<file path="config.mk">
export PLATFORM = sky130hd
export DESIGN_NAME = anps_regs
export DESIGN_NICKNAME = d
export VERILOG_FILES = /design/src/hw/anps_sync.v /design/src/hw/anps_irq.v /design/src/hw/anps_regs.v
export VERILOG_INCLUDE_DIRS = /design/src /design/src/hw
export SDC_FILE = /design/constraint.sdc
export NUM_CORES = 1
export LEC_CHECK = 0
export ABC_AREA = 1
export BUFFER_PORTS_ARGS = -buffer_cell sky130_fd_sc_hd__buf_2
export CAP_MARGIN = 40
export CORE_ASPECT_RATIO = 0.6
export CORE_MARGIN = 2
export CORE_UTILIZATION = 40
export DETAILED_ROUTE_END_ITERATION = 10
export GPL_ROUTABILITY_DRIVEN = 0
export PLACE_DENSITY = 0.75
export REMOVE_ABC_BUFFERS = 1
export SETUP_SLACK_MARGIN = 0.05
export SLEW_MARGIN = 0
export SYNTH_ARGS = -nofsm -noshare
export SYNTH_HDL_FRONTEND = slang
export SYNTH_SLANG_ARGS = --single-unit
</file>
<file path="constraint.sdc">
create_clock -name clock -period 3 [get_ports clock]
set_clock_uncertainty 0.1 [all_clocks]
set_input_delay 0.3 -clock clock [delete_from_list [all_inputs] [get_ports clock]]
set_output_delay 0.3 -clock clock [all_outputs]
set_load 0.1 [all_outputs]
</file>
<file path="src/hw/anps_defines.vh">
`ifndef ANPS_DEFINES_VH
`define ANPS_DEFINES_VH

// Register indices as printed; byte address is four times the index.
`define ANPS_IDX_PARTNER      4'h5
`define ANPS_IDX_EXPANSION    4'h6
`define ANPS_IDX_IRQ_STATUS   4'h8
`define ANPS_IDX_IRQ_MASK     4'h9
`define ANPS_IDX_CONTROL      4'ha
`define ANPS_ADDR_LSB         2
`define ANPS_ADDR_MSB         5

// Partner ability register field positions.
`define ANPS_PA_NEXT_PAGE     15
`define ANPS_PA_ACK           14
`define ANPS_PA_REMOTE_FAULT  13
`define ANPS_PA_FLOW_CTRL     10
`define ANPS_PA_TECH_MSB      9
`define ANPS_PA_TECH_LSB      5
`define ANPS_PA_SEL_MSB       4
`define ANPS_PA_SEL_LSB       0
`define ANPS_PA_RESET         16'h0000
`define ANPS_PA_LIVE_MASK     16'he7ff

// Expansion register field positions.
`define ANPS_EX_PD_FAULT      4
`define ANPS_EX_PARTNER_NP    3
`define ANPS_EX_LOCAL_NP      2
`define ANPS_EX_PAGE_RX       1
`define ANPS_EX_PARTNER_AN    0
`define ANPS_EX_RESET         5'h00

// Interrupt status layout.
`define ANPS_IRQ_PAGE         0
`define ANPS_IRQ_FAULT        1
`define ANPS_IRQ_WIDTH        2
`define ANPS_IRQ_RESET        2'h0

// Control register: bit 0 enables capture of partner pages.
`define ANPS_CTL_CAPTURE      0
`define ANPS_CTL_RESET        1'h1

`endif

</file>
<file path="src/hw/anps_sync.v">
`timescale 1ns/100ps
`default_nettype none

// Two-stage synchroniser for one level from outside the clock domain.
module anps_sync (
    input  wire clock,
    input  wire rst_n,
    input  wire din,
    output wire dout
);
    reg stage1_reg;
    reg stage2_reg;

    // Only the second stage is read by other logic.
    always @(posedge clock or negedge rst_n) begin
        if (!rst_n) begin
            stage1_reg <= 1'b0;
            stage2_reg <= 1'b0;
        end else begin
            stage1_reg <= din;
            stage2_reg <= stage1_reg;
        end
    end

    assign dout = stage2_reg;
endmodule

`default_nettype wire

</file>
<file path="src/hw/anps_irq.v">
`timescale 1ns/100ps
`default_nettype none
`include "anps_defines.vh"

// Sticky event bits, write-one-to-clear, masked onto one level output.
module anps_irq (
    input  wire                        clock,
    input  wire                        rst_n,
    input  wire [`ANPS_IRQ_WIDTH-1:0]  event_in,
    input  wire [`ANPS_IRQ_WIDTH-1:0]  clear_in,
    input  wire                        mask_we,
    input  wire [`ANPS_IRQ_WIDTH-1:0]  mask_wdata,
    output wire [`ANPS_IRQ_WIDTH-1:0]  status,
    output wire [`ANPS_IRQ_WIDTH-1:0]  mask,
    output wire                        irq
);
    reg [`ANPS_IRQ_WIDTH-1:0] status_reg;
    reg [`ANPS_IRQ_WIDTH-1:0] mask_reg;
    reg                       irq_reg;

    // A new event wins over a clear in the same cycle.
    always @(posedge clock or negedge rst_n) begin
        if (!rst_n) begin
            status_reg <= `ANPS_IRQ_RESET;
            mask_reg   <= `ANPS_IRQ_RESET;
            irq_reg    <= 1'b0;
        end else begin
            status_reg <= (status_reg & ~clear_in) | event_in;
            if (mask_we) begin
                mask_reg <= mask_wdata;
            end
            irq_reg <= |(status_reg & mask_reg);
        end
    end

    assign status = status_reg;
    assign mask   = mask_reg;
    assign irq    = irq_reg;
endmodule

`default_nettype wire

</file>
<file path="src/hw/anps_regs.v">
`timescale 1ns/100ps
`default_nettype none
`include "anps_defines.vh"

// Function
// Register 5 is loaded with the partner's advertised word and is read-only.
// Bit 15 of register 5 shows the partner's next page flag, reset 0.
// Bit 14 of register 5 comes only from the received acknowledge bit.
// Bit 13 of register 5 shows the partner's remote fault flag.
// Reserved bits 5.12-5.11 and 6.15-6.5 read zero and ignore writes.
// Bit 10 of register 5 shows the partner's flow control ability.
// Bits 9 to 5 of register 5 show T4, TX full, TX half, 10 full, 10 half.
// Bits 4 to 0 of register 5 hold the received selector, reset zero.
// Bit 4 of register 6 latches high on a parallel detection fault.
// Bit 3 of register 6 shows that the partner is next-page capable.
// Bit 2 of register 6 is tied to 0 since there is no local next page.
// Bit 1 of register 6 latches on a new page and clears on a read.
// Bit 0 of register 6 shows that the partner can auto-negotiate.
// The fault bit clears on a read of register 6 unless still present.
module anps_regs (
    input  wire        clock,
    input  wire        rst_n,
    // APB slave.
    input  wire        psel,
    input  wire        penable,
    input  wire        pwrite,
    input  wire [31:0] paddr,
    input  wire [31:0] pwdata,
    output wire        pready,
    output wire        pslverr,
    output wire [31:0] prdata,
    // From the negotiation state machine, same clock.
    input  wire        page_valid,
    input  wire [15:0] page_word,
    input  wire        partner_an_capable,
    // Fault level from the parallel detection path, asynchronous.
    input  wire        pd_fault_async,
    // Interrupt output.
    output wire        irq
);
    reg  [15:0]                partner_reg;
    reg  [15:0]                partner_next;
    reg                        pd_fault_reg;
    reg                        pd_fault_next;
    reg                        page_rx_reg;
    reg                        page_rx_next;
    reg                        partner_np_reg;
    reg                        partner_an_reg;
    reg                        capture_reg;
    reg  [31:0]                rdata_reg;
    reg  [31:0]                rdata_next;
    reg                        err_reg;
    reg                        err_next;
    wire                       pd_fault_sync;
    wire                       setup;
    wire                       access;
    wire                       exp_read;
    wire                       page_take;
    wire [3:0]                 index;
    wire [15:0]                exp_word;
    wire [`ANPS_IRQ_WIDTH-1:0] irq_status;
    wire [`ANPS_IRQ_WIDTH-1:0] irq_mask;
    wire [`ANPS_IRQ_WIDTH-1:0] irq_event;
    wire [`ANPS_IRQ_WIDTH-1:0] irq_clear;

    // Tells whether an address decodes to one of the mapped registers.
    function mapped;
        input [3:0] idx;
        begin
            mapped = (idx == `ANPS_IDX_PARTNER)
                  || (idx == `ANPS_IDX_EXPANSION)
                  || (idx == `ANPS_IDX_IRQ_STATUS)
                  || (idx == `ANPS_IDX_IRQ_MASK)
                  || (idx == `ANPS_IDX_CONTROL);
        end
    endfunction

    // Fault level is from another domain and is synchronised first.
    anps_sync u_fault_sync (
        .clock (clock),
        .rst_n (rst_n),
        .din   (pd_fault_async),
        .dout  (pd_fault_sync)
    );

    // Bus decode; every access completes in its first access cycle.
    assign index    = paddr[`ANPS_ADDR_MSB:`ANPS_ADDR_LSB];
    assign setup    = psel && !penable;
    assign access   = psel && penable;
    assign exp_read = setup && !pwrite && (index == `ANPS_IDX_EXPANSION)
                   && (paddr[31:6] == 26'h0000000)
                   && (paddr[1:0] == 2'h0);
    assign page_take = page_valid && capture_reg;

    // Expansion word; reserved high bits and local next page are zero.
    assign exp_word = {11'h000,
                       pd_fault_reg,
                       partner_np_reg,
                       1'b0,
                       page_rx_reg,
                       partner_an_reg};       // see

    // Next partner word: a new page replaces the whole word.
    always @* begin
        partner_next = partner_reg;
        if (page_take) begin
            // Reserved bits forced to zero, all others from the page.
            partner_next = page_word & `ANPS_PA_LIVE_MASK; // see
        end
    end

    // Latched flags; the read that samples them clears them, and a new
    // event in the same cycle keeps the flag set.
    always @* begin
        page_rx_next  = page_rx_reg;
        pd_fault_next = pd_fault_reg;
        if (exp_read) begin
            page_rx_next  = 1'b0;
            pd_fault_next = 1'b0;
        end
        if (page_take) begin
            page_rx_next = 1'b1;
        end
        if (pd_fault_sync) begin
            pd_fault_next = 1'b1;             // see
        end
    end

    // Register state for the captured page and the latched flags.
    always @(posedge clock or negedge rst_n) begin
        if (!rst_n) begin
            partner_reg    <= `ANPS_PA_RESET;   // see
            pd_fault_reg   <= 1'b0;
            page_rx_reg    <= 1'b0;
            partner_np_reg <= 1'b0;
            partner_an_reg <= 1'b0;
        end else begin
            partner_reg    <= partner_next;
            pd_fault_reg   <= pd_fault_next;
            page_rx_reg    <= page_rx_next;
            // Partner next-page ability follows its received next page bit.
            partner_np_reg <= partner_next[`ANPS_PA_NEXT_PAGE];
            partner_an_reg <= partner_an_capable;
        end
    end

    // Read data is sampled in the setup cycle so the latched flags are
    // shown as they were before the clearing read.
    always @* begin
        rdata_next = rdata_reg;
        err_next   = err_reg;
        if (setup) begin
            rdata_next = 32'h00000000;
            err_next   = !mapped(index) || (paddr[31:6] != 26'h0000000)
                      || (paddr[1:0] != 2'h0);
            if (!pwrite && !err_next) begin
                case (index)
                    `ANPS_IDX_PARTNER: begin
                        // Next page, ack, fault, flow, techs, selector.
                        rdata_next = {16'h0000, partner_reg};
                        // see see see see
                    end
                    `ANPS_IDX_EXPANSION: begin
                        rdata_next = {16'h0000, exp_word};
                    end
                    `ANPS_IDX_IRQ_STATUS: begin
                        rdata_next = {30'h00000000, irq_status};
                    end
                    `ANPS_IDX_IRQ_MASK: begin
                        rdata_next = {30'h00000000, irq_mask};
                    end
                    `ANPS_IDX_CONTROL: begin
                        rdata_next = {31'h00000000, capture_reg};
                    end
                    default: begin
                        rdata_next = 32'h00000000;
                    end
                endcase
            end
        end
    end

    // Bus state and the writable control bit; writes to register 5 and
    // register 6 are accepted and dropped.
    always @(posedge clock or negedge rst_n) begin
        if (!rst_n) begin
            rdata_reg   <= 32'h00000000;
            err_reg     <= 1'b0;
            capture_reg <= `ANPS_CTL_RESET;
        end else begin
            rdata_reg <= rdata_next;
            err_reg   <= err_next;
            if (access && pwrite && !err_reg
                && index == `ANPS_IDX_CONTROL) begin
                capture_reg <= pwdata[`ANPS_CTL_CAPTURE];
            end
        end
    end

    // Write-one-to-clear of interrupt status, only on a completed write.
    assign irq_clear = (access && pwrite && !err_reg
                        && index == `ANPS_IDX_IRQ_STATUS)
                     ? pwdata[`ANPS_IRQ_WIDTH-1:0]
                     : {`ANPS_IRQ_WIDTH{1'b0}};
    assign irq_event = {pd_fault_sync & ~pd_fault_reg, page_take};

    anps_irq u_irq (
        .clock      (clock),
        .rst_n      (rst_n),
        .event_in   (irq_event),
        .clear_in   (irq_clear),
        .mask_we    (access && pwrite && !err_reg
                     && index == `ANPS_IDX_IRQ_MASK),
        .mask_wdata (pwdata[`ANPS_IRQ_WIDTH-1:0]),
        .status     (irq_status),
        .mask       (irq_mask),
        .irq        (irq)
    );

    // Zero wait states: ready whenever the access phase is present.
    assign pready  = 1'b1;
    assign pslverr = access && err_reg;
    assign prdata  = rdata_reg;
endmodule

`default_nettype wire

</file>
Yosys cells after proc, flatten, opt, wreduce, memory -nomap -nowiden:

Index checks and enable logic that the tools add are counted.

* reduce and logical (&&, ||, !) cells: 32
* equality and inequality tests: 5
* muxes and demuxes: 7
* bitwise logic cells: 6

Operators by type and width (count)
* 16-bit case mux with 5 select lines: 1
* 16-bit 2-to-1 mux: 2
* 26-bit logical NOT: 1
* 26-bit nonzero test: 1
* 1-bit logical AND: 14
* 4-bit equality test, second input constant: 3
* 4-bit by 3-bit equality test with 1-bit output, second input constant: 2
* 1-bit logical OR: 6
* 2-bit nonzero test: 3
* 1-bit logical NOT: 5
* 2-bit bitwise AND: 2
* 1-bit 2-to-1 mux: 3
* 2-bit logical NOT: 1
* 2-bit 2-to-1 mux: 1
* 2-bit inverter: 1
* 2-bit OR: 1
* 2-bit OR reduction: 1
* 1-bit bitwise AND: 1
* 1-bit inverter: 1

* word-level logic and storage cells: 63
* output and inout port bits: 35
* input port bits: 88
* register bits after elaboration: 58

Depth between registers and ports, before layout:

* depth after elaboration: 11
* mapped depth: 10
* depth with buffers taken out: 9

Hierarchy:

From an unflattened synthesis, not the netlist that was laid out.

* cell total of the unflattened synthesis: 272
* area, all modules: 2059.5 µm²

By module, submodules not included
* anps_regs: cells an instance 247, sequential area each 827.0 µm², instances 1, area an instance 1816.7 µm²
* anps_irq: cells an instance 23, sequential area each 125.1 µm², instances 1, area an instance 192.7 µm²
* anps_sync: cells an instance 2, sequential area each 50.0 µm², instances 1, area an instance 50.0 µm²

Worst setup path before layout:

OpenSTA, ideal clock, no wires.

* path kind: input-to-output
* start: in penable
* end: out pslverr
* stages: 2
* arrival: 2398 ps
* path buffers: 0
* path slack: 202 ps
* required time: 2600 ps
* cells stage by stage: inv_1 -> nor3_1

* longest elaborated chain between the ends: 2

RTL lines
* from (decl): RTL line anps_regs.v:25 `input wire penable,`
* 1-bit logical AND: RTL line anps_regs.v:89 `assign access = psel && penable;`
* 1-bit logical AND: RTL line anps_regs.v:222 `assign pslverr = access && err_reg;`
* to (decl): RTL line anps_regs.v:30 `output wire pslverr,`

No other way between the ends.

Final worst setup path:

* start: reg capture_reg
* end: reg partner_reg[5]

* longest elaborated chain between the ends: 1

RTL lines
* from (decl): RTL line anps_regs.v:49 `reg capture_reg;`
* from (signal assigned): RTL line anps_regs.v:189 `` capture_reg <= `ANPS_CTL_RESET; ``
* from (signal assigned): RTL line anps_regs.v:195 `` capture_reg <= pwdata[`ANPS_CTL_CAPTURE]; ``
* 1-bit logical AND: RTL line anps_regs.v:93 `assign page_take = page_valid && capture_reg;`
* to (signal assigned): RTL line anps_regs.v:132 `` partner_reg <= `ANPS_PA_RESET; ``
* to (signal assigned): RTL line anps_regs.v:138 `partner_reg <= partner_next;`
* to (decl): RTL line anps_regs.v:41 `reg [15:0] partner_reg;`

No other way between the ends.
A chain may end at the register's enable or synchronous reset.

==> metrics.yaml <==
logic_synthesis:
  synthFlopType: "dfrtp_1"
  synth.most_common_cell: "nand2_1"
  synth_top_cell_by_area: "dfrtp_1"
  synth_cell_type_count: 23
  yosysTopAreaCellShare: 0.474
  synth-async-reset-ratio: 1.00
  ys_top_cells_by_area: "dfrtp_1 47%, nand2_1 14%, nor2_1 8.0%"
  synth-edff-count: 0
  syn-cell-area_um2: 2060
  ys_seq_area_frac: 0.487
  ys_ff_latch: 40
  synthCells: 259
  synth_commonest_cells: "77 x nand2_1, 44 x nor2_1, 39 x dfrtp_1"
  synth_warnings: 0
  avgSynthCellArea_um2: 7.94
timing:
  slew_headroom: 0.478
  layout_setup_ws_ns: 1.32
  worstMarginPinSlew_ns: 0.780
  finalHoldViolCount: 0
  max_freq_ghz: 0.596
  setup_viol: 0
  drv_slew: 0
  fin_crit_sh: 0.559
  min_period_ns: 1.68
  rsz0062_at_grt: "no"
  fin_setup_tns_ns: 0
route:
  drc: 0
  vias: 1773
  via_per_inst: 4.42
  wl_mm: 4.40
  drt_iter0_drc: 105
  antenna_left: 0
  drt-pass1-iter-count: 4
  wl_per_cell_um: 11.0
grt:
  overflow: 0
  grt_pass1_vias: 1693
  grt_pass1_wl_mm: 7.53
  grt_max_degree: 39
  groute.usage.overall: 0.173
  antenna_found_initial: 0
clock_network:
  clk_pin_slew_ns: 0.08
  post_cts_resized: 0
  cts-buffers-inserted: 5
  cts_htree_levels: 2
  cts_buffer_depth: 2
  cts_setup_buffers: 0
  clock_sinks: 40
  tritoncts: "yes"
  clk_latency_ns: 0.29
  cts_root_buf: "clkbuf_8"
worst_setup_path:
  crit_chain: "nand2_1, mux2_2"
  path_max_fanout: 21
  path_delay_family: "flip-flops"
  start_kind: "register"
  cpPeakStageDelay_ns: 0.55
  critPathArrivalTime_ns: 1.74
  critPathBufInv: 0
  crit_required_ns: 3.07
  cp_slowest_cell: "dfstp_2"
  crit_type: "register to register"
  end_kind: "register"
power:
  power_leakage_uw: 0.00145
  power.density_nw_per_um2: 542
  peakVddDrop_v: 0.000213
run_status:
  status: "complete, no violations"
finish:
  final_util: 0.513
  num_antenna_cells: 0
  fin_area_um2: 2570
  drive_gt1_frac: 0.307
  nNetsFinal: 422
  fillCellCount: 494
  final_cells: 401
  area_growth_pct: 24.8
floorplan:
  die_area_um2: 5750
  die_h_um: 59.5
  rows: 20
  core_um2: 5000
  io_pins: 123
  die_w_um: 96.6
  start_util: 0.411
place:
  io_buffer_count: 71
  dpl.hpwl_mm: 3.43
  dpl_worst_slack_ns: 1.26
  dp.cells: 391
  placed_cell_area_um2: 2410
worst_hold_path:
  hold_path_class: "primary input to register"
run:
  drv_cap: 0
==> power by group <==
part | internal [µW] | total (µW) | switching [µW] | leakage (µW)
clock network | 333 | 514 | 181 | 0.0000654
registers | 594 | 619 | 24.7 | 0.000501
logic | 73.7 | 258 | 184 | 0.000882
total | 1000 | 1390 | 390 | 0.00145
==> routing by layer <==
layer / routed length, µm / GRT usage / vias up
li1: - / - / 911
met1: 2230 / 0.242 / 816
met2: 1920 / 0.268 / 44
met3: 253 / 0.0547 / 2
met4: 3 / 0.0362 / 0
met5: 0 / 0 / -
==> layout make-up <==
type / count / area (µm²) / share of cell area
flip-flops and latches: 40 / 1000 / 0.390
multi-input cells: 191 / 868 / 0.338
repair buffers: 75 / 403 / 0.157
well taps: 66 / 82.6 / 0.0322
inverters: 21 / 78.8 / 0.0307
clock buffers: 6 / 72.6 / 0.0283
clock inverters: 2 / 60.1 / 0.0234
==> cells by family after synthesis <==
kind of cell	synth area share
flip-flops	0.487
AO/OA/AOI/OAI	0.0383
buffers and inverters	0.122
AND/OR/NAND/NOR	0.300
other	0.00365
multiplexers	0.0493
==> path summary, 6_finish.rpt <==
path / slack [ns] / from / depth (start not counted) / endpoint
min in group asynchronous: 0.23 / rst_n / 2 / u_irq.mask[1]$_DFFE_PN0P_
worst min register to register: 0.25 / u_fault_sync.stage1_reg$_DFF_PN0_ / 0 / u_fault_sync.dout$_DFF_PN0_
max in group asynchronous: 2.11 / rst_n / 3 / capture_reg$_DFFE_PN1P_
worst min-delay path: 0.02 / pd_fault_async / 1 / u_fault_sync.stage1_reg$_DFF_PN0_
worst max register to register: 1.32 / capture_reg$_DFFE_PN1P_ / 2 / partner_reg[5]$_DFFE_PN0P_
worst max-delay path: 1.32 / capture_reg$_DFFE_PN1P_ / 2 / partner_reg[5]$_DFFE_PN0P_
==> stage by stage <==
stage | hold slack (ns) | total power [µW]
detailed placement | 0.0117 | 887
finish | 0.0244 | 1390
global route | 0.0168 | 1460
floorplan | -0.0956 | 812
CTS | 0.00717 | 1400
global placement | 0.235 | 877
==> cell usage in the layout (no fill, tap or decap) <==
cell and n:
a21oi_1 8, dfstp_2 1, nand2_1 77, nor2_1 44, nand2_2 4, conb_1 19, inv_1 19, nor3_1 3
inv_2 2, o21ai_0 5, buf_4 1, o21ai_1 1, a22o_1 1, nor2_4 2, nand4_1 3, or2_2 2
nor2_2 3, clkbuf_1 1, clkbuf_8 5, mux2_2 9, dlygate4sd3_1 2, buf_2 71, buf_12 1, bufinv_16 2
nand3_1 10, dfrtp_1 39
==> what timing repair did <==
action / 4_1_cts / 5_1_grt
hold buffers: 1 / 1
hold endpoints to repair: 39 / 1
endpoints found under the setup margin: 0 / 0
Power figures use the tool's default switching activity.
